`config.mk`:
```
export PLATFORM = sky130hd
export DESIGN_NAME = i2c_remote_alias_remap
export DESIGN_NICKNAME = d
export VERILOG_FILES = /design/src/inc/remap_pkg.sv /design/src/logic/remap_regs.sv /design/src/logic/alias_matcher.sv /design/src/logic/i2c_remote_alias_remap.sv
export SDC_FILE = /design/constraint.sdc
export NUM_CORES = 1
export LEC_CHECK = 0
export ABC_CLOCK_PERIOD_IN_PS = 3060
export CAP_MARGIN = 20
export CORE_AREA = 2 2 116 118
export DETAILED_ROUTE_END_ITERATION = 6
export DIE_AREA = 0 0 118 120
export DONT_BUFFER_PORTS = 1
export HOLD_SLACK_MARGIN = 0.08
export PLACE_DENSITY = 0.5
export RECOVER_POWER = 50
export SLEW_MARGIN = 20
export SYNTH_ARGS = -nofsm -noshare
export SYNTH_HDL_FRONTEND = slang
export SYNTH_SLANG_ARGS = --single-unit
```
`constraint.sdc`:
```
create_clock -name clock -period 3.06 [get_ports clock]
set_input_delay 0 -clock clock [delete_from_list [all_inputs] [get_ports clock]]
set_output_delay 0 -clock clock [all_outputs]
set_load 0.01 [all_outputs]
```
`src/inc/remap_pkg.sv`:
```
// Shared constants and types for the remote-target alias remapping logic.
// Assumes one clock domain and an 8-bit register port owned by the block.
package remap_pkg;
  localparam int DATA_W = 8;
  localparam int REG_ADDR_W = 8;
  localparam int I2C_ADDR_W = 7;
  localparam int NUM_PHYS = 3;
  localparam int NUM_ALIAS = 2;
  localparam int NUM_REGS = NUM_PHYS + NUM_ALIAS;
  localparam int IDX_PHYS_FIRST = 0;
  localparam int IDX_ALIAS_FIRST = NUM_PHYS;
  localparam int CNT_W = 8;
  // Register byte addresses.
  localparam logic [7:0] OFS_PHYS_5 = 8'h0D;
  localparam logic [7:0] OFS_PHYS_6 = 8'h0E;
  localparam logic [7:0] OFS_PHYS_7 = 8'h0F;
  localparam logic [7:0] OFS_ALIAS_0 = 8'h10;
  localparam logic [7:0] OFS_ALIAS_1 = 8'h11;
  localparam logic [7:0] OFS_STATUS = 8'h18;
  localparam logic [7:0] OFS_HIT_CNT = 8'h19;
  localparam logic [7:0] OFS_MISS_CNT = 8'h1A;
  localparam logic [NUM_REGS-1:0][7:0] REG_OFS =
    {OFS_ALIAS_1, OFS_ALIAS_0, OFS_PHYS_7, OFS_PHYS_6, OFS_PHYS_5};
  // Field layout and reset values.
  localparam int ADDR_FIELD_MSB = 7;
  localparam int ADDR_FIELD_LSB = 1;
  localparam int RW_BIT = 0;
  localparam logic [7:0] REG_RESET = 8'h00;
  localparam logic [7:0] PHYS_WMASK = 8'hFF;
  localparam logic [7:0] ALIAS_WMASK = 8'hFE;
  localparam logic [NUM_REGS-1:0][7:0] REG_WMASK =
    {ALIAS_WMASK, ALIAS_WMASK, PHYS_WMASK, PHYS_WMASK, PHYS_WMASK};
  localparam logic [6:0] ALIAS_DISABLED = 7'h00;
  // Status register bit positions.
  localparam int STAT_ACTIVE_BIT = 0;
  localparam int STAT_LAST_HIT_BIT = 1;
  localparam int STAT_SLOT_BIT = 2;
  // One I2C byte as seen by the remapper.
  typedef struct packed {
    logic is_addr;
    logic [7:0] data;
  } i2c_byte_t;
  typedef enum logic [1:0] {
    ST_IDLE = 2'b00,
    ST_PASS = 2'b01,
    ST_DROP = 2'b10
  } xfer_state_t;
endpackage

```
`src/logic/remap_regs.sv`:
```
// Storage for the physical-address and alias slot registers.
// Assumes write enables are already decoded and one-hot.
`timescale 1ns/1ps
module remap_regs #(
  parameter int N = remap_pkg::NUM_REGS
) (
  input wire logic clock, // System clock.
  input wire logic nrst, // Asynchronous reset, active low.
  input wire logic [N-1:0] wr_en, // One write enable per register.
  input wire logic [7:0] wdata, // Write data.
  output logic [N-1:0][7:0] value // Stored register values.
);
  import remap_pkg::*;

  logic [N-1:0][7:0] val_q;
  logic [N-1:0][7:0] val_d;

  genvar i;
  generate
    for (i = 0; i < N; i++)
    begin : g_reg
      // Masked bits keep zero, so read-only reserved bits never hold a one.
      always_comb
      begin
        val_d[i] = val_q[i];
        if (wr_en[i])
        begin
          val_d[i] = wdata & REG_WMASK[i];
        end
      end

      // All slots clear to zero, which leaves every alias disabled after reset.
      always_ff @(posedge clock or negedge nrst)
      begin
        if (!nrst)
        begin
          val_q[i] <= REG_RESET;
        end
        else
        begin
          val_q[i] <= val_d[i];
        end
      end
    end
  endgenerate

  assign value = val_q;
endmodule

```
`src/logic/alias_matcher.sv`:
```
// Compares an incoming I2C target address against every alias slot.
// Assumes alias values are stable register outputs on the same clock.
`timescale 1ns/1ps
module alias_matcher #(
  parameter int N = remap_pkg::NUM_ALIAS
) (
  input wire logic [6:0] probe, // Target address from the address byte.
  input wire logic [N-1:0][6:0] alias_addr, // Programmed alias per slot.
  output logic hit, // Some enabled slot matches.
  output logic [$clog2(N > 1 ? N : 2)-1:0] slot // Lowest matching slot.
);
  import remap_pkg::*;

  localparam int SLOT_W = $clog2(N > 1 ? N : 2);
  logic [N-1:0] slot_hit;

  genvar i;
  generate
    for (i = 0; i < N; i++)
    begin : g_cmp
      // A zero alias would otherwise claim the general call address.
      assign slot_hit[i] = (alias_addr[i] != ALIAS_DISABLED)
                           && (alias_addr[i] == probe);
    end
  endgenerate

  // Lowest slot wins when software programs the same alias twice.
  always_comb
  begin
    hit = 1'b0;
    slot = '0;
    for (int k = N - 1; k >= 0; k--)
    begin
      if (slot_hit[k])
      begin
        hit = 1'b1;
        slot = SLOT_W'(k);
      end
    end
  end
endmodule

```
`src/logic/i2c_remote_alias_remap.sv`:
```
// Alias detection and address remapping for I2C pass-through to targets
// behind a remote serializer, plus its registers on a plain register port.
// Assumes an I2C engine on the same clock delivers bytes, marks the address
// byte of each start or repeated start, and signals the stop.
// How it works
// - Physical slots keep a 7-bit address in bits 7..1; bit 0 writable.
// - A transaction hitting an alias is forwarded with the physical address.
// - Alias slots hold a 7-bit address compared against incoming targets.
// - An alias equal to zero never matches and forwards nothing.
// - Alias slot N always uses physical slot N as its target.
// - Alias bit 0 reads zero and ignores writes; bits 7..1 read/write.
`timescale 1ns/1ps
module i2c_remote_alias_remap #(
  parameter int CNT_WIDTH = remap_pkg::CNT_W
) (
  input wire logic clock, // 10 MHz system clock.
  input wire logic nrst, // Asynchronous reset, active low.
  input wire logic [7:0] reg_addr, // Register byte address.
  input wire logic [7:0] reg_wdata, // Register write data.
  input wire logic reg_wr, // Write strobe, one cycle.
  input wire logic reg_rd, // Read strobe, one cycle.
  output logic [7:0] reg_rdata, // Read data, valid the cycle after reg_rd.
  input wire logic in_valid, // A byte from the local I2C engine.
  input wire remap_pkg::i2c_byte_t in_byte, // Byte and address-byte flag.
  input wire logic in_stop, // Stop condition seen on the local bus.
  input wire logic [remap_pkg::NUM_ALIAS-1:0][6:0] phys_addr_low, // Slots 0..1.
  output logic [remap_pkg::NUM_PHYS-1:0][6:0] phys_addr_high, // Slots 5..7.
  output logic out_valid, // A byte for the control channel.
  output remap_pkg::i2c_byte_t out_byte, // Forwarded byte.
  output logic out_slot, // Alias slot of the forwarded transaction.
  output logic out_miss // Address byte that matched no alias.
);
  import remap_pkg::*;

  logic [NUM_REGS-1:0] reg_sel;
  logic [NUM_REGS-1:0] reg_wr_en;
  logic [NUM_REGS-1:0][7:0] reg_val;
  logic [NUM_ALIAS-1:0][6:0] alias_val;
  logic match_hit;
  logic match_slot;
  logic [6:0] remap_addr;

  xfer_state_t state_q;
  xfer_state_t state_d;
  logic out_valid_q;
  logic out_valid_d;
  i2c_byte_t out_byte_q;
  i2c_byte_t out_byte_d;
  logic out_slot_q;
  logic out_slot_d;
  logic out_miss_q;
  logic out_miss_d;
  logic last_hit_q;
  logic last_hit_d;
  logic cur_slot_q;
  logic cur_slot_d;

  logic [CNT_WIDTH-1:0] hit_cnt_q;
  logic [CNT_WIDTH-1:0] hit_cnt_d;
  logic [CNT_WIDTH-1:0] miss_cnt_q;
  logic [CNT_WIDTH-1:0] miss_cnt_d;
  logic hit_evt;
  logic miss_evt;

  logic [7:0] rdata_q;
  logic [7:0] rdata_d;
  logic [7:0] status_val;

  // Address decode for the slot registers; unmapped writes go nowhere.
  genvar gi;
  generate
    for (gi = 0; gi < NUM_REGS; gi++)
    begin : g_dec
      assign reg_sel[gi] = (reg_addr == REG_OFS[gi]);
      assign reg_wr_en[gi] = reg_sel[gi] && reg_wr;
    end
  endgenerate

  remap_regs #(
    .N(NUM_REGS)
  ) u_regs (
    .clock(clock),
    .nrst(nrst),
    .wr_en(reg_wr_en),
    .wdata(reg_wdata),
    .value(reg_val)
  );

  // Physical slots 5..7 serve alias slots of the same number elsewhere.
  generate
    for (gi = 0; gi < NUM_PHYS; gi++)
    begin : g_phys
      assign phys_addr_high[gi] =
        reg_val[IDX_PHYS_FIRST + gi][ADDR_FIELD_MSB:ADDR_FIELD_LSB];
    end
    for (gi = 0; gi < NUM_ALIAS; gi++)
    begin : g_alias
      assign alias_val[gi] =
        reg_val[IDX_ALIAS_FIRST + gi][ADDR_FIELD_MSB:ADDR_FIELD_LSB];
    end
  endgenerate

  alias_matcher #(
    .N(NUM_ALIAS)
  ) u_match (
    .probe(in_byte.data[ADDR_FIELD_MSB:ADDR_FIELD_LSB]),
    .alias_addr(alias_val),
    .hit(match_hit),
    .slot(match_slot)
  );

  // The physical slot with the same number as the matching alias is used.
  assign remap_addr = phys_addr_low[match_slot];

  // Transaction tracking: every address byte decides afresh, so a repeated
  // start to another alias is remapped on its own.
  always_comb
  begin
    state_d = state_q;
    out_valid_d = 1'b0;
    out_byte_d = out_byte_q;
    out_slot_d = out_slot_q;
    out_miss_d = 1'b0;
    last_hit_d = last_hit_q;
    cur_slot_d = cur_slot_q;
    hit_evt = 1'b0;
    miss_evt = 1'b0;
    if (in_valid && in_byte.is_addr)
    begin
      if (match_hit)
      begin
        state_d = ST_PASS;
        out_valid_d = 1'b1;
        out_byte_d.is_addr = 1'b1;
        out_byte_d.data = {remap_addr, in_byte.data[RW_BIT]};
        out_slot_d = match_slot;
        cur_slot_d = match_slot;
        last_hit_d = 1'b1;
        hit_evt = 1'b1;
      end
      else
      begin
        state_d = ST_DROP;
        out_miss_d = 1'b1;
        last_hit_d = 1'b0;
        miss_evt = 1'b1;
      end
    end
    else if (in_valid)
    begin
      unique case (state_q)
        ST_PASS:
        begin
          out_valid_d = 1'b1;
          out_byte_d = in_byte;
          out_slot_d = cur_slot_q;
        end
        ST_IDLE, ST_DROP:
        begin
          out_valid_d = 1'b0;
        end
        default:
        begin
          state_d = ST_IDLE;
        end
      endcase
    end
    // A byte in the stop cycle is still handled before the transaction ends.
    if (in_stop)
    begin
      state_d = ST_IDLE;
    end
  end

  // Forwarded bytes leave one cycle after they arrive, from flip-flops.
  always_ff @(posedge clock or negedge nrst)
  begin
    if (!nrst)
    begin
      state_q <= ST_IDLE;
      out_valid_q <= 1'b0;
      out_byte_q <= '0;
      out_slot_q <= 1'b0;
      out_miss_q <= 1'b0;
      last_hit_q <= 1'b0;
      cur_slot_q <= 1'b0;
    end
    else
    begin
      state_q <= state_d;
      out_valid_q <= out_valid_d;
      out_byte_q <= out_byte_d;
      out_slot_q <= out_slot_d;
      out_miss_q <= out_miss_d;
      last_hit_q <= last_hit_d;
      cur_slot_q <= cur_slot_d;
    end
  end

  assign out_valid = out_valid_q;
  assign out_byte = out_byte_q;
  assign out_slot = out_slot_q;
  assign out_miss = out_miss_q;

  // Saturating event counters; a write clears one, but an event in the
  // same cycle still counts so that no hit is lost.
  always_comb
  begin
    hit_cnt_d = hit_cnt_q;
    miss_cnt_d = miss_cnt_q;
    if (reg_wr && (reg_addr == OFS_HIT_CNT))
    begin
      hit_cnt_d = '0;
    end
    if (reg_wr && (reg_addr == OFS_MISS_CNT))
    begin
      miss_cnt_d = '0;
    end
    if (hit_evt && (hit_cnt_d != '1))
    begin
      hit_cnt_d = hit_cnt_d + 1'b1;
    end
    if (miss_evt && (miss_cnt_d != '1))
    begin
      miss_cnt_d = miss_cnt_d + 1'b1;
    end
  end

  // Counters register their next values only.
  always_ff @(posedge clock or negedge nrst)
  begin
    if (!nrst)
    begin
      hit_cnt_q <= '0;
      miss_cnt_q <= '0;
    end
    else
    begin
      hit_cnt_q <= hit_cnt_d;
      miss_cnt_q <= miss_cnt_d;
    end
  end

  // Status shows the live transaction state and the last decision.
  always_comb
  begin
    status_val = '0;
    status_val[STAT_ACTIVE_BIT] = (state_q == ST_PASS);
    status_val[STAT_LAST_HIT_BIT] = last_hit_q;
    status_val[STAT_SLOT_BIT] = cur_slot_q;
  end

  // Read mux; unmapped addresses and idle cycles return zero.
  always_comb
  begin
    rdata_d = '0;
    if (reg_rd)
    begin
      for (int k = 0; k < NUM_REGS; k++)
      begin
        if (reg_sel[k])
        begin
          rdata_d = reg_val[k];
        end
      end
      if (reg_addr == OFS_STATUS)
      begin
        rdata_d = status_val;
      end
      if (reg_addr == OFS_HIT_CNT)
      begin
        rdata_d = 8'(hit_cnt_q);
      end
      if (reg_addr == OFS_MISS_CNT)
      begin
        rdata_d = 8'(miss_cnt_q);
      end
    end
  end

  // Read data are held only for the one cycle after the strobe.
  always_ff @(posedge clock or negedge nrst)
  begin
    if (!nrst)
    begin
      rdata_q <= '0;
    end
    else
    begin
      rdata_q <= rdata_d;
    end
  end

  assign reg_rdata = rdata_q;
endmodule

```
==> results of run 1 <==
-- synthesized netlist by cell type (7+ instances only) --
| master | n | area share, % |
|---|---|---|
| dfrtp_1 | 78 | 46 |
| nand4_1 | 8 | 1.2 |
| nor2_1 | 23 | 2.0 |
| clkbuf_1 | 15 | 1.3 |
| mux2i_1 | 9 | 2.1 |
| xnor2_1 | 15 | 3.1 |
| a21oi_1 | 14 | 1.6 |
| mux2_2 | 49 | 13 |
| buf_4 | 21 | 3.7 |
| nor2b_1 | 11 | 1.6 |
| o21ai_0 | 12 | 1.4 |
| nand2_1 | 50 | 4.4 |
| o221ai_1 | 7 | 1.4 |
| nand3_1 | 7 | 0.82 |
-- worst reg2reg max path: cells and delay by family, from the launching register on --
family          cells  cell delay [ns]
flops               1             0.41
simple gates        5             1.41
buf+inv             2             0.77
compound gates      1             0.16
-- worst max path at each step --
stage,endpoint
CTS,out_byte[4]
floorplan,miss_cnt_q[7]
global placement,miss_cnt_q[7]
global route,out_byte[4]
detailed placement,miss_cnt_q[7]
finish,out_byte[4]
-- final cells by class --
class,count,area (sq um)
fillers,1312,7970
multi-input cells,289,2090
flip-flops and latches,78,1950
repair buffers,42,403
clock buffers,13,270
well taps,176,220
clock inverters,3,65.1
inverters,2,7.51
-- stage by stage --
stage	cells	power [W]	setup WS, ns
after global routing	603	0.00282	0.0816
after CTS	603	0.00273	0.0996
final	603	0.00269	0.193
after global placement	550	0.00144	0.395
after detailed placement	550	0.00144	0.286
after floorplan	408	0.00141	0.465
-- cells by family (layout without fill, tap and decap cells) --
group | count (synthesis) | count (layout) | synth area share, %
flops | 78 | 78 | 45.7
fa+ha+maj | 2 | 2 | 0.585
compound gates | 66 | 66 | 11.2
xor+xnor | 21 | 21 | 4.30
simple gates | 141 | 141 | 17.2
mux | 59 | 59 | 15.5
buf+inv | 41 | 60 | 5.47
-- sequential cells by signal (all words and copies together) (netlist names) --
register / flops
last_hit_q: 1
out_valid: 1
u_regs.value: 38
out_byte: 9
reg_rdata: 8
hit_cnt_q: 8
state_q: 2
out_slot: 1
out_miss: 1
cur_slot_q: 1
miss_cnt_q: 8
-- what timing repair did --
item,in CTS,in global routing
hold buffers,37,0
gates resized for setup,0,2
setup endpoints to repair,0,5
setup buffers,0,0
hold endpoints to repair,147,0
-- per-layer routing --
| layer | vias up | part of all wire, % | GRT usage [%] |
|---|---|---|---|
| met2 | 87 | 48 | 27.8 |
| met3 | 10 | 5.9 | 5.70 |
| met4 | 0 | 1.4 | 5.80 |
| li1 | 1480 | - | - |
| met5 | - | 0 | 0 |
| met1 | 1589 | 45 | 21.4 |
-- cells in the final DEF, fill, tap and decap left out, types with 2 or more instances in the layout --
cell type      Yosys  final
dfrtp_1           78     78
clkbuf_8           0      3
xor2_1             6      6
mux2_2            49     49
nand2b_1           4      3
or4_1              2      2
inv_1              2      2
a22oi_1            6      6
and2_1             6      6
and4_1             4      4
o21ai_0           12     12
clkbuf_16          0      9
a22o_1             6      6
nor2b_1           11     11
dlygate4sd3_1      0     36
and3b_1            2      2
a32o_1             5      5
nor4_1             4      4
nor3_1             4      4
or3_1              3      3
nor2_1            23     23
ha_1               2      2
xnor2_1           15     15
o2111ai_1          3      3
o221ai_1           7      7
bufinv_16          0      2
buf_4             21      5
and3_1             5      5
nand4_1            8      8
mux2i_1            9      9
a21oi_1           14     14
nand3_1            7      7
nand2_1           50     49
-- report_power, final --
part,switching (W),total (W),internal (W)
clock,0.000402,0.00118,0.000780
sequential,0.0000989,0.00121,0.00111
combinational,0.000148,0.000300,0.000153
==> results by group, run 1 <==
Run status
  – Status: finished, violations left
  – Failing checks: max-capacitance violations, max-slew violations

Place
  – Hpwl dp: around 8000 microns
  – Cell Area, Placed: 4310 sq um
  – Port Buf Inserts: 0
  – RePlAce Congestion: 0.866

Detailed routing
  – Final antenna-violating net count: 0
  – DRC viols: 0
  – Vias per Instance: 5.25
  – Routed wire length: 11500 microns
  – Via Count: roughly 3200
  – DR iter-0 viols: 164
  – DR WL/cell: 19.1 microns
  – DRT Pass-1 Iters: 4

Setup path
  – Levels on crit path: 8
  – CP required: 3.28 ns
  – CP Capture Type: flip-flop
  – Worst setup path startpoint: u_regs.value[27]
  – CP max FO: 9
  – Worst path max stage delay: between 0.5 and 0.6 ns
  – R2R Setup Slk: roughly 0.19 ns
  – Setup CP Type: reg2reg
  – R2R Path End: out_byte[4]
  – Setup crit start kind: flip-flop
  – Cell Chain, Critical Path: or4_4 -> nor4_4 -> nor3_2 -> buf_4 -> or2_2 -> nand2_2 -> o221ai_1 -> dlygate4sd3_1
  – Worst reg2reg path depth: 8
  – CP max-delay cell: dlygate4sd3_1
  – CP delay by family, top: simple AND/OR/NAND/NOR gates
  – Buf+Inv Stages, Crit Path: 2
  – Reg-to-reg critical path startpoint: u_regs.value[27]
  – Worst EP arrival: a little over 3 ns

Yosys
  – Netlist cell types: 54
  – Mapped Avg Cell Area: 10.5 sq um
  – Cells after synthesis: 408
  – Dominant synthesized flop cell: dfrtp_1
  – Synthesized net count: between 400 and 500
  – Flops & latches, synth: 78
  – Post-synth EDFFs: 0
  – Register area share after synthesis: 45.7%
  – Syn. warnings: 0
  – Syn Std Cell Area: 4280 sq um
  – Fraction of registers with async set/reset: 100%

Worst hold path
  – Hold Path Class: in2reg
  – Worst Hold Depth: 5
  – Worst Hold Endpoint: cur_slot_q
  – Hold Startpoint: in_byte[3]

Final layout
  – Layout area overhead: 17.2%
  – Core Util, Final: around two fifths
  – Nets: 469
  – Final instance area: 5010 sq um
  – Ant diodes: 0
  – Layout cells sized above 1: 18.3%

STA
  – Crit share post-route: 93.7%
  – Setup Skew: 0.00804 ns
  – Tmin final: between 2 and 3 ns
  – Unrepaired setup endpoints after global routing: false
  – Final Hold Vio Count: 0
  – Fin. max-slew vios: 79
  – TNS Setup: 0 ns
  – # setup viols final: 0
  – Max_slew headroom: -31.9%
  – Maximum clock frequency: 349 MHz
  – Worst Hold Slack: 0.0942 ns
  – Worst-margin pin slew: 1.98 ns

Clock network
  – CTS root buf: clkbuf_16
  – CTS Buffer Depth: 2
  – Clk pin slew, worst setup/hold paths: 0.06 ns
  – Clock Latency Late Sink: ~0.34 ns
  – CTS tree: yes
  – Clock sinks: 78
  – H-tree depth: 3
  – CTS buffer count: 9

Floorplan
  – Core ar.: 13000 sq um
  – Vert. Die Dim: 120 microns
  – Chip Width: 118 microns
  – Num rows: 42
  – Die area: 14200 sq um
  – Ports: 86
  – Initial cell density of the core: 32.9%

Run
  – Max cap viols: 1

Global routing
  – Largest net degree at the start of global routing: ~80
  – Antenna violations before repair: 0
  – Overflow after GRT: 0
  – First-pass GRT wire length: 18600 microns
  – Gr usage total: 17.1%
  – Number of global-route vias before repair: approximately 3300

Power
  – Worst VDD drop: 0.356 mV
  – Leakage power: around 2.3 nW
  – Power density over the cells: between 500 and 600 nW/um^2
No activity file was read; power rests on OpenSTA's default activity.
==> run 2, diff against run 1 <==
--- a/config.mk
+++ b/config.mk
@@ -5,11 +5,12 @@
 export SDC_FILE = /design/constraint.sdc
 export NUM_CORES = 1
 export LEC_CHECK = 0
+export ABC_AREA = 1
 export ABC_CLOCK_PERIOD_IN_PS = 3060
 export CAP_MARGIN = 20
-export CORE_AREA = 2 2 116 118
+export CORE_AREA = 2 2 122 124
 export DETAILED_ROUTE_END_ITERATION = 6
-export DIE_AREA = 0 0 118 120
+export DIE_AREA = 0 0 124 126
 export DONT_BUFFER_PORTS = 1
 export HOLD_SLACK_MARGIN = 0.08
 export PLACE_DENSITY = 0.5
==> results by group, run 2 <==
Run status
  – Status: finished, violations left
  – Failing checks: max-capacitance violations, max-slew violations

Setup path
  – Setup CP Type: reg2reg
  – CP most frequent cell: nand2_1
  – CP required: 3.29 ns (about the same)
  – Worst EP arrival: 3.03 ns (-0.05 ns)
  – Setup crit start kind: flip-flop
  – Reg-to-reg critical path startpoint: u_regs.value[35]
  – Buf+Inv Stages, Crit Path: 3 (+1)
  – CP max-delay cell: dlygate4sd3_1
  – R2R Setup Slk: 0.26 ns (+0.07 ns)
  – CP Capture Type: flip-flop
  – CP max FO: 8 (-1)
  – CP delay by family, top: buffers and inverters
  – R2R Path End: out_byte[2]
  – Worst reg2reg path depth: 12 (+4)
  – Worst path max stage delay: 0.59 ns (about the same)
  – Cell Chain, Critical Path: xnor2_1 -> nand2_1 -> nor2_1 -> nand3_2 -> inv_2 -> nand2_2 -> nand2_1 -> nand3_1 -> dlygate4sd3_1 -> nand2_1 -> dlygate4sd3_1 -> nand2_1

Floorplan
  – Vert. Die Dim: 126 microns (+5.0%)
  – Core ar.: 14300 sq um (+10%)
  – Die area: 15600 sq um (+10%)
  – Chip Width: 124 microns (+5.1%)
  – Ports: 86 (unchanged)
  – Initial cell density of the core: 33.2% (+0.25 points)
  – Num rows: 44 (+4.8%)

Clock network
  – Clock Latency Late Sink: 0.35 ns (about the same)
  – CTS Buffer Depth: 2 (unchanged)
  – CTS root buf: clkbuf_16
  – Clk pin slew, worst setup/hold paths: 0.06 ns (about the same)
  – Clock sinks: 78 (unchanged)
  – H-tree depth: 3 (unchanged)
  – CTS buffer count: 9 (unchanged)
  – CTS tree: yes

Global routing
  – Antenna violations before repair: 0 (unchanged)
  – GR peak layer: met2
  – First-pass GRT wire length: 20500 microns (+10%)
  – Gr usage total: 17.3% (+0.14 points)
  – Largest net degree at the start of global routing: 79 (unchanged)
  – Grt met1 use: 22.1% (+0.68 points)
  – Met3 layer usage reported by global route: 4.53% (-1.2 points)
  – Global routing usage on met2: 27.3% (-0.49 points)
  – Overflow after GRT: 0 (unchanged)
  – Number of global-route vias before repair: 4032 (+21%)

STA
  – Unrepaired setup endpoints after global routing: false
  – TNS Setup: 0 ns (unchanged)
  – Maximum clock frequency: 357 MHz (+2.4%)
  – # setup viols final: 0 (unchanged)
  – Crit share post-route: 91.5% (-2.2 points)
  – Setup Skew: 0.00702 ns (-0.00102 ns)
  – Fin. max-slew vios: 79 (unchanged)
  – Tmin final: 2.80 ns (-0.0665 ns)
  – Max_slew headroom: -36.8% (-4.8 points)
  – Final Hold Vio Count: 0 (unchanged)
  – Worst-margin pin slew: 2.05 ns (+0.0725 ns)

Place
  – Hpwl dp: 8960 microns (+10%)
  – Dpl cells: 803 (+46%)
  – Port Buf Inserts: 0 (unchanged)
  – RePlAce Congestion: 0.876 (+1.1%)

Yosys
  – Top post-synthesis cells by count: nand2_1 (231), dfrtp_1 (78), inv_1 (74), nand3_1 (46), o21ai_0 (40)
  – Mapped Avg Cell Area: 7.26 sq um (-31%)
  – Yosys top cell area share: 41.1% (-4.6 points)
  – Most common cell in the synthesized netlist: nand2_1
  – Dominant synthesized flop cell: dfrtp_1
  – Cells after synthesis: 654 (+60%)
  – Syn Std Cell Area: 4750 sq um (+11%)
  – Largest cells by area after synthesis: dfrtp_1 (41%), nand2_1 (18%), inv_1 (5.8%)
  – Synthesized net count: 701 (+54%)
  – Leading area contributor after synthesis: dfrtp_1
  – Post-synth EDFFs: 0 (unchanged)
  – Register area share after synthesis: 41.1% (-4.6 points)
  – Syn. warnings: 0 (unchanged)
  – Netlist cell types: 33 (-39%)
  – Fraction of registers with async set/reset: 100% (unchanged)
  – Flops & latches, synth: 78 (unchanged)

Detailed routing
  – DRT Pass-1 Iters: 4 (unchanged)
  – Routed wire length: 12600 microns (+9.6%)
  – DR iter-0 viols: 287 (+75%)
  – DR WL/cell: 14.6 microns (-24%)
  – Via Count: 4044 (+28%)
  – DRC viols: 0 (unchanged)
  – Final antenna-violating net count: 0 (unchanged)
  – Vias per Instance: 4.66 (-11%)

Final layout
  – Layout area overhead: 15.9%
  – Commonest non-fill, non-tap cell in the layout: nand2_1
  – Most frequent cells in the layout: nand2_1 (231), dfrtp_1 (78), inv_1 (74), dlygate4sd3_1 (49), nand3_1 (45)
  – Nets: 727 (+55%)
  – Layout cells sized above 1: 11.4% (-6.8 points)
  – Layout filler cell count: 1498 (+14%)
  – Ant diodes: 0 (unchanged)
  – Largest register FFs: 38 (unchanged)
  – Layout Cells excl Fill: 867 (+44%)

Power
  – Total Power: 0.00254 W (-5.5%)
  – Power density over the cells: 461 nW/um^2 (-14%)
  – Worst VDD drop: 0.257 mV (-28%)
  – Leakage power: 2.85 nW (+24%)

Worst hold path
  – Hold Path Class: in2reg
  – Hold Startpoint: reg_addr[0]
  – Worst Hold Depth: 6 (+1)
  – Worst Hold Endpoint: reg_rdata[7]

Run
  – Max cap viols: 1 (unchanged)
run 2: cell count changes after synthesis, moves of 10 or more:
cell	before	now
o21ai_1	0	14
nand2_2	0	16
nor2b_1	11	0
mux2_2	49	0
inv_2	0	16
nand2_1	50	231
inv_1	2	74
xnor2_1	15	5
clkbuf_1	15	2
nand3_1	7	46
nor2_1	23	35
o21ai_0	12	40
run 2: layout make-up:
type / instances / area, sq um / share of cell area, %
Multi-Input combinational cell: 450 / 2200 / 40.0
Sequential cell: 78 / 1950 / 35.4
Timing Repair Buffer: 50 / 495 / 9.00
Inverter: 91 / 349 / 6.34
Clock buffer: 13 / 270 / 4.91
Tap cell: 184 / 230 / 4.18
Clock inverter: 1 / 5.00 / 0.0909
run 2: logic make-up (layout without fill, tap and decap cells):
family                     count (synthesis)  in the layout  share of synthesized area [%]
AOI/OAI and AO/OA                         74             74                           8.32
xor gates and xnor gates                  10             10                           1.84
adders and majority gates                  2              2                          0.527
buffers and inverters                    126            155                           12.6
DFF                                       78             78                           41.1
and+or+nand+nor                          364            364                           35.6
run 2: worst max path at each step:
| stage | from | to | slack, ns | cells past startpoint |
|---|---|---|---|---|
| global route | u_regs.value[34] | out_byte[2] | 0.007 | 13 |
| floorplan | reg_addr[2] | miss_cnt_q[4] | 1.49 | 15 |
| finish | u_regs.value[35] | out_byte[2] | 0.26 | 12 |
| global placement | u_regs.value[27] | out_byte[2] | 1.05 | 10 |
| detailed placement | u_regs.value[25] | out_byte[2] | 1.02 | 9 |
| CTS | u_regs.value[25] | out_byte[2] | 0.11 | 11 |
run 2: timing repair:
item / 4_1_cts / 5_1_grt
hold endpoints to repair: 135 / 0
resized for setup: 0 / 1
setup buffers: 0 / 0
hold buffers: 50 / 0
setup endpoints to repair: 0 / 7
run 2: through the flow:
step	setup slack [ns]	area, sq um	hold WS (ns)	utilization [%]
2_1_floorplan	1.49	4750	-0.296	-
4_1_cts	0.111	5520	0.0845	38.6
3_3_place_gp	1.05	4730	-0.292	33.1
5_1_grt	0.00660	5510	0.137	38.5
6_report	0.259	5510	0.0936	38.5
3_5_place_dp	1.02	4730	-0.292	33.1
run 2: where the power goes:
group	internal, W	switching [W]
clock network	0.000606	0.000417
registers	0.00111	0.0000963
logic	0.000130	0.000182
run 2: worst register-to-register path: stages, from the launching register on:
cell and delay, ns:
dfrtp_1 0.43, xnor2_1 0.18, nand2_1 0.07, nor2_1 0.11
nand3_2 0.16, inv_2 0.17, nand2_2 0.14, nand2_1 0.09
nand3_1 0.06, dlygate4sd3_1 0.59, nand2_1 0.08, dlygate4sd3_1 0.56
nand2_1 0.06
run 2: routing by layer:
metal  wire [microns]  up-vias
met5                0        -
li1                 -     2069
met3              764       23
met2             5910      105
met1             5640     1847
met4              332        0
==> run 3, diff against run 2 <==
--- a/config.mk
+++ b/config.mk
@@ -15,6 +15,7 @@
 export HOLD_SLACK_MARGIN = 0.08
 export PLACE_DENSITY = 0.5
 export RECOVER_POWER = 50
+export REMOVE_ABC_BUFFERS = 1
 export SLEW_MARGIN = 20
 export SYNTH_ARGS = -nofsm -noshare
 export SYNTH_HDL_FRONTEND = slang
==> results by group, run 3 (synthesis results as in run 2) <==
STA
  – Crit share post-route: 92.6% (+1.1 points)
  – Final Hold Vio Count: 0 (unchanged)
  – # setup viols final: 0 (unchanged)
  – Max_slew headroom: -32.5% (+4.2 points)
  – Fin. max-slew vios: 79 (unchanged)
  – TNS Setup: 0 ns (unchanged)
  – Tmin final: 2.83 ns (+0.0331 ns)
  – Final WS setup: 0.226 ns (-0.0331 ns)
  – Maximum clock frequency: 353 MHz (-1.2%)
  – Unrepaired setup endpoints after global routing: false
  – Setup Skew: 0.00650 ns (-0.000512 ns)
  – Worst-margin pin slew: 1.99 ns (-0.0634 ns)

Clock network
  – CTS tree: yes
  – Clock Latency Late Sink: 0.35 ns (about the same)
  – CTS root buf: clkbuf_16
  – Clk pin slew, worst setup/hold paths: 0.06 ns (about the same)
  – CTS Buffer Depth: 2 (unchanged)
  – Clock sinks: 78 (unchanged)
  – H-tree depth: 3 (unchanged)
  – CTS buffer count: 9 (unchanged)
  – Postcts setup bufs: 0 (unchanged)

Setup path
  – R2R Setup Slk: 0.23 ns (-0.03 ns)
  – CP required: 3.30 ns (about the same)
  – Worst EP arrival: 3.07 ns (+0.04 ns)
  – Setup CP Type: reg2reg
  – Setup crit start kind: flip-flop
  – CP max FO: 8 (unchanged)
  – CP Capture Type: flip-flop
  – Worst reg2reg path depth: 14 (+2)

Floorplan
  – Core ar.: 14300 sq um (unchanged)
  – Initial cell density of the core: 33.2% (unchanged)
  – Vert. Die Dim: 126 microns (unchanged)
  – Die area: 15600 sq um (unchanged)
  – Ports: 86 (unchanged)
  – Chip Width: 124 microns (unchanged)
  – Num rows: 44 (unchanged)

Global routing
  – Number of global-route vias before repair: 4069 (+0.92%)
  – Largest net degree at the start of global routing: 79 (unchanged)
  – Gr usage total: 17.5% (+0.22 points)
  – Overflow after GRT: 0 (unchanged)
  – Antenna violations before repair: 0 (unchanged)
  – First-pass GRT wire length: 20600 microns (+0.34%)

Run
  – Max cap viols: 1 (unchanged)

Detailed routing
  – Vias per Instance: 4.66 (about the same)
  – DR WL/cell: 14.8 microns (+1.7%)
  – DR iter-0 viols: 257 (-10%)
  – DRC viols: 0 (unchanged)
  – Final antenna-violating net count: 0 (unchanged)
  – Routed wire length: 12900 microns (+1.7%)
  – Via Count: 4043 (-0.025%)
  – DRT Pass-1 Iters: 4 (unchanged)

Final layout
  – Nets: 727 (unchanged)
  – Final instance area: 5500 sq um (about the same)
  – Most frequent cells in the layout: nand2_1 (231), dfrtp_1 (78), inv_1 (74), dlygate4sd3_1 (49), nand3_1 (45)
  – Layout area overhead: 15.8% (about the same)
  – Largest register FFs: 38 (unchanged)
  – Commonest non-fill, non-tap cell in the layout: nand2_1
  – Ant diodes: 0 (unchanged)
  – Core Util, Final: 38.4% (about the same)
  – Layout filler cell count: 1500 (+0.13%)
  – Layout cells sized above 1: 11.1% (-0.29 points)
  – Layout Cells excl Fill: 867 (unchanged)

Run status
  – Failing checks: max-capacitance violations, max-slew violations
  – Status: finished, violations left

Power
  – Combinational group share of total power: 12.2% (about the same)
  – Internal: 0.00186 W (+0.92%)
  – Switching portion of total power: 27.4% (about the same)
  – Reg power frac: 46.9% (-0.6 points)
  – Power density over the cells: 466 nW/um^2 (+0.99%)
  – Worst VDD drop: 0.228 mV (-11%)
  – Psw: 0.000701 W (+0.93%)
  – Leakage power: 2.85 nW (-0.18%)
  – Clk network pwr share: 40.9% (+0.6 points)

Place
  – Dpl ws: 1.02 ns (+0.00372 ns)
  – Dpl cells: 803 (unchanged)
  – Cell Area, Placed: 4730 sq um (unchanged)
  – Port Buf Inserts: 0 (unchanged)
  – Hpwl dp: 9080 microns (+1.3%)
  – RePlAce Congestion: 0.913 (+4.2%)

Worst hold path
  – Hold Path Class: in2reg
  – Worst Hold Depth: 6 (unchanged)
-- run 3: cell count changes in the layout (fill, tap and decap cells not counted) --
cell,before,now
bufinv_16,0,1
clkbuf_1,1,3
clkbuf_8,3,0
-- run 3: power by group through the flow --
stage | clock network (W) | logic, W | registers [W]
global route | 0.00111 | 0.000356 | 0.00121
finish | 0.00105 | 0.000312 | 0.00120
detailed placement | 0 | 0.000244 | 0.00122
CTS | 0.00108 | 0.000317 | 0.00120
global placement | 0 | 0.000237 | 0.00122
floorplan | 0 | 0.000205 | 0.00120
-- run 3: layer usage --
layer | up-vias | share of wire [%] | track usage [%]
met4 | 0 | 2.5 | 7.34
met1 | 1861 | 44 | 21.0
met2 | 103 | 48 | 29.3
met5 | - | 0 | 0
met3 | 18 | 6.1 | 4.71
li1 | 2061 | - | -
-- run 3: timing repair --
| action | 4_1_cts | 5_1_grt |
|---|---|---|
| hold endpoints to repair | 135 | 0 |
| hold buffers | 50 | 0 |
| resized for setup | 0 | 1 |
| endpoints found under the setup margin | 0 | 7 |
-- run 3: critical path, stage by stage (launching register included) --
cell and delay [ns]:
dfrtp_1 0.45, inv_1 0.08, nand2_1 0.05, nand2_1 0.05, nand2_1 0.05, nor2_1 0.12
nand3_2 0.16, inv_2 0.18, nand2_2 0.15, nand2_1 0.09, nand3_1 0.06, dlygate4sd3_1 0.61
nand2_1 0.08, dlygate4sd3_1 0.55, nand2_1 0.05
-- run 3: worst paths after layout --
| path | start | end |
|---|---|---|
| max | u_regs.value[33] | out_byte[3] |
| min | reg_addr[0] | reg_rdata[6] |
| max reg2reg | u_regs.value[33] | out_byte[3] |
| min reg2reg | u_regs.value[16] | u_regs.value[16] |
| max in group asynchronous | nrst | out_byte[1] |
| min in group asynchronous | nrst | u_regs.value[8] |
-- run 3: per-stage QoR --
stage	power [W]	hold slack [ns]
2_1_floorplan	0.00140	-0.296
3_3_place_gp	0.00146	-0.291
3_5_place_dp	0.00147	-0.292
4_1_cts	0.00260	0.0850
5_1_grt	0.00268	0.136
6_report	0.00256	0.0948
-- run 3: layout make-up --
| class | instances | area, sq um | share of cell area (%) |
|---|---|---|---|
| Clock buffer | 12 | 236 | 4.30 |
| Clock inverter | 2 | 35.0 | 0.637 |
| Inverter | 91 | 349 | 6.34 |
| Multi-Input combinational cell | 450 | 2200 | 40.1 |
| Sequential cell | 78 | 1950 | 35.5 |
| Tap cell | 184 | 230 | 4.18 |
| Timing Repair Buffer | 50 | 495 | 9.00 |
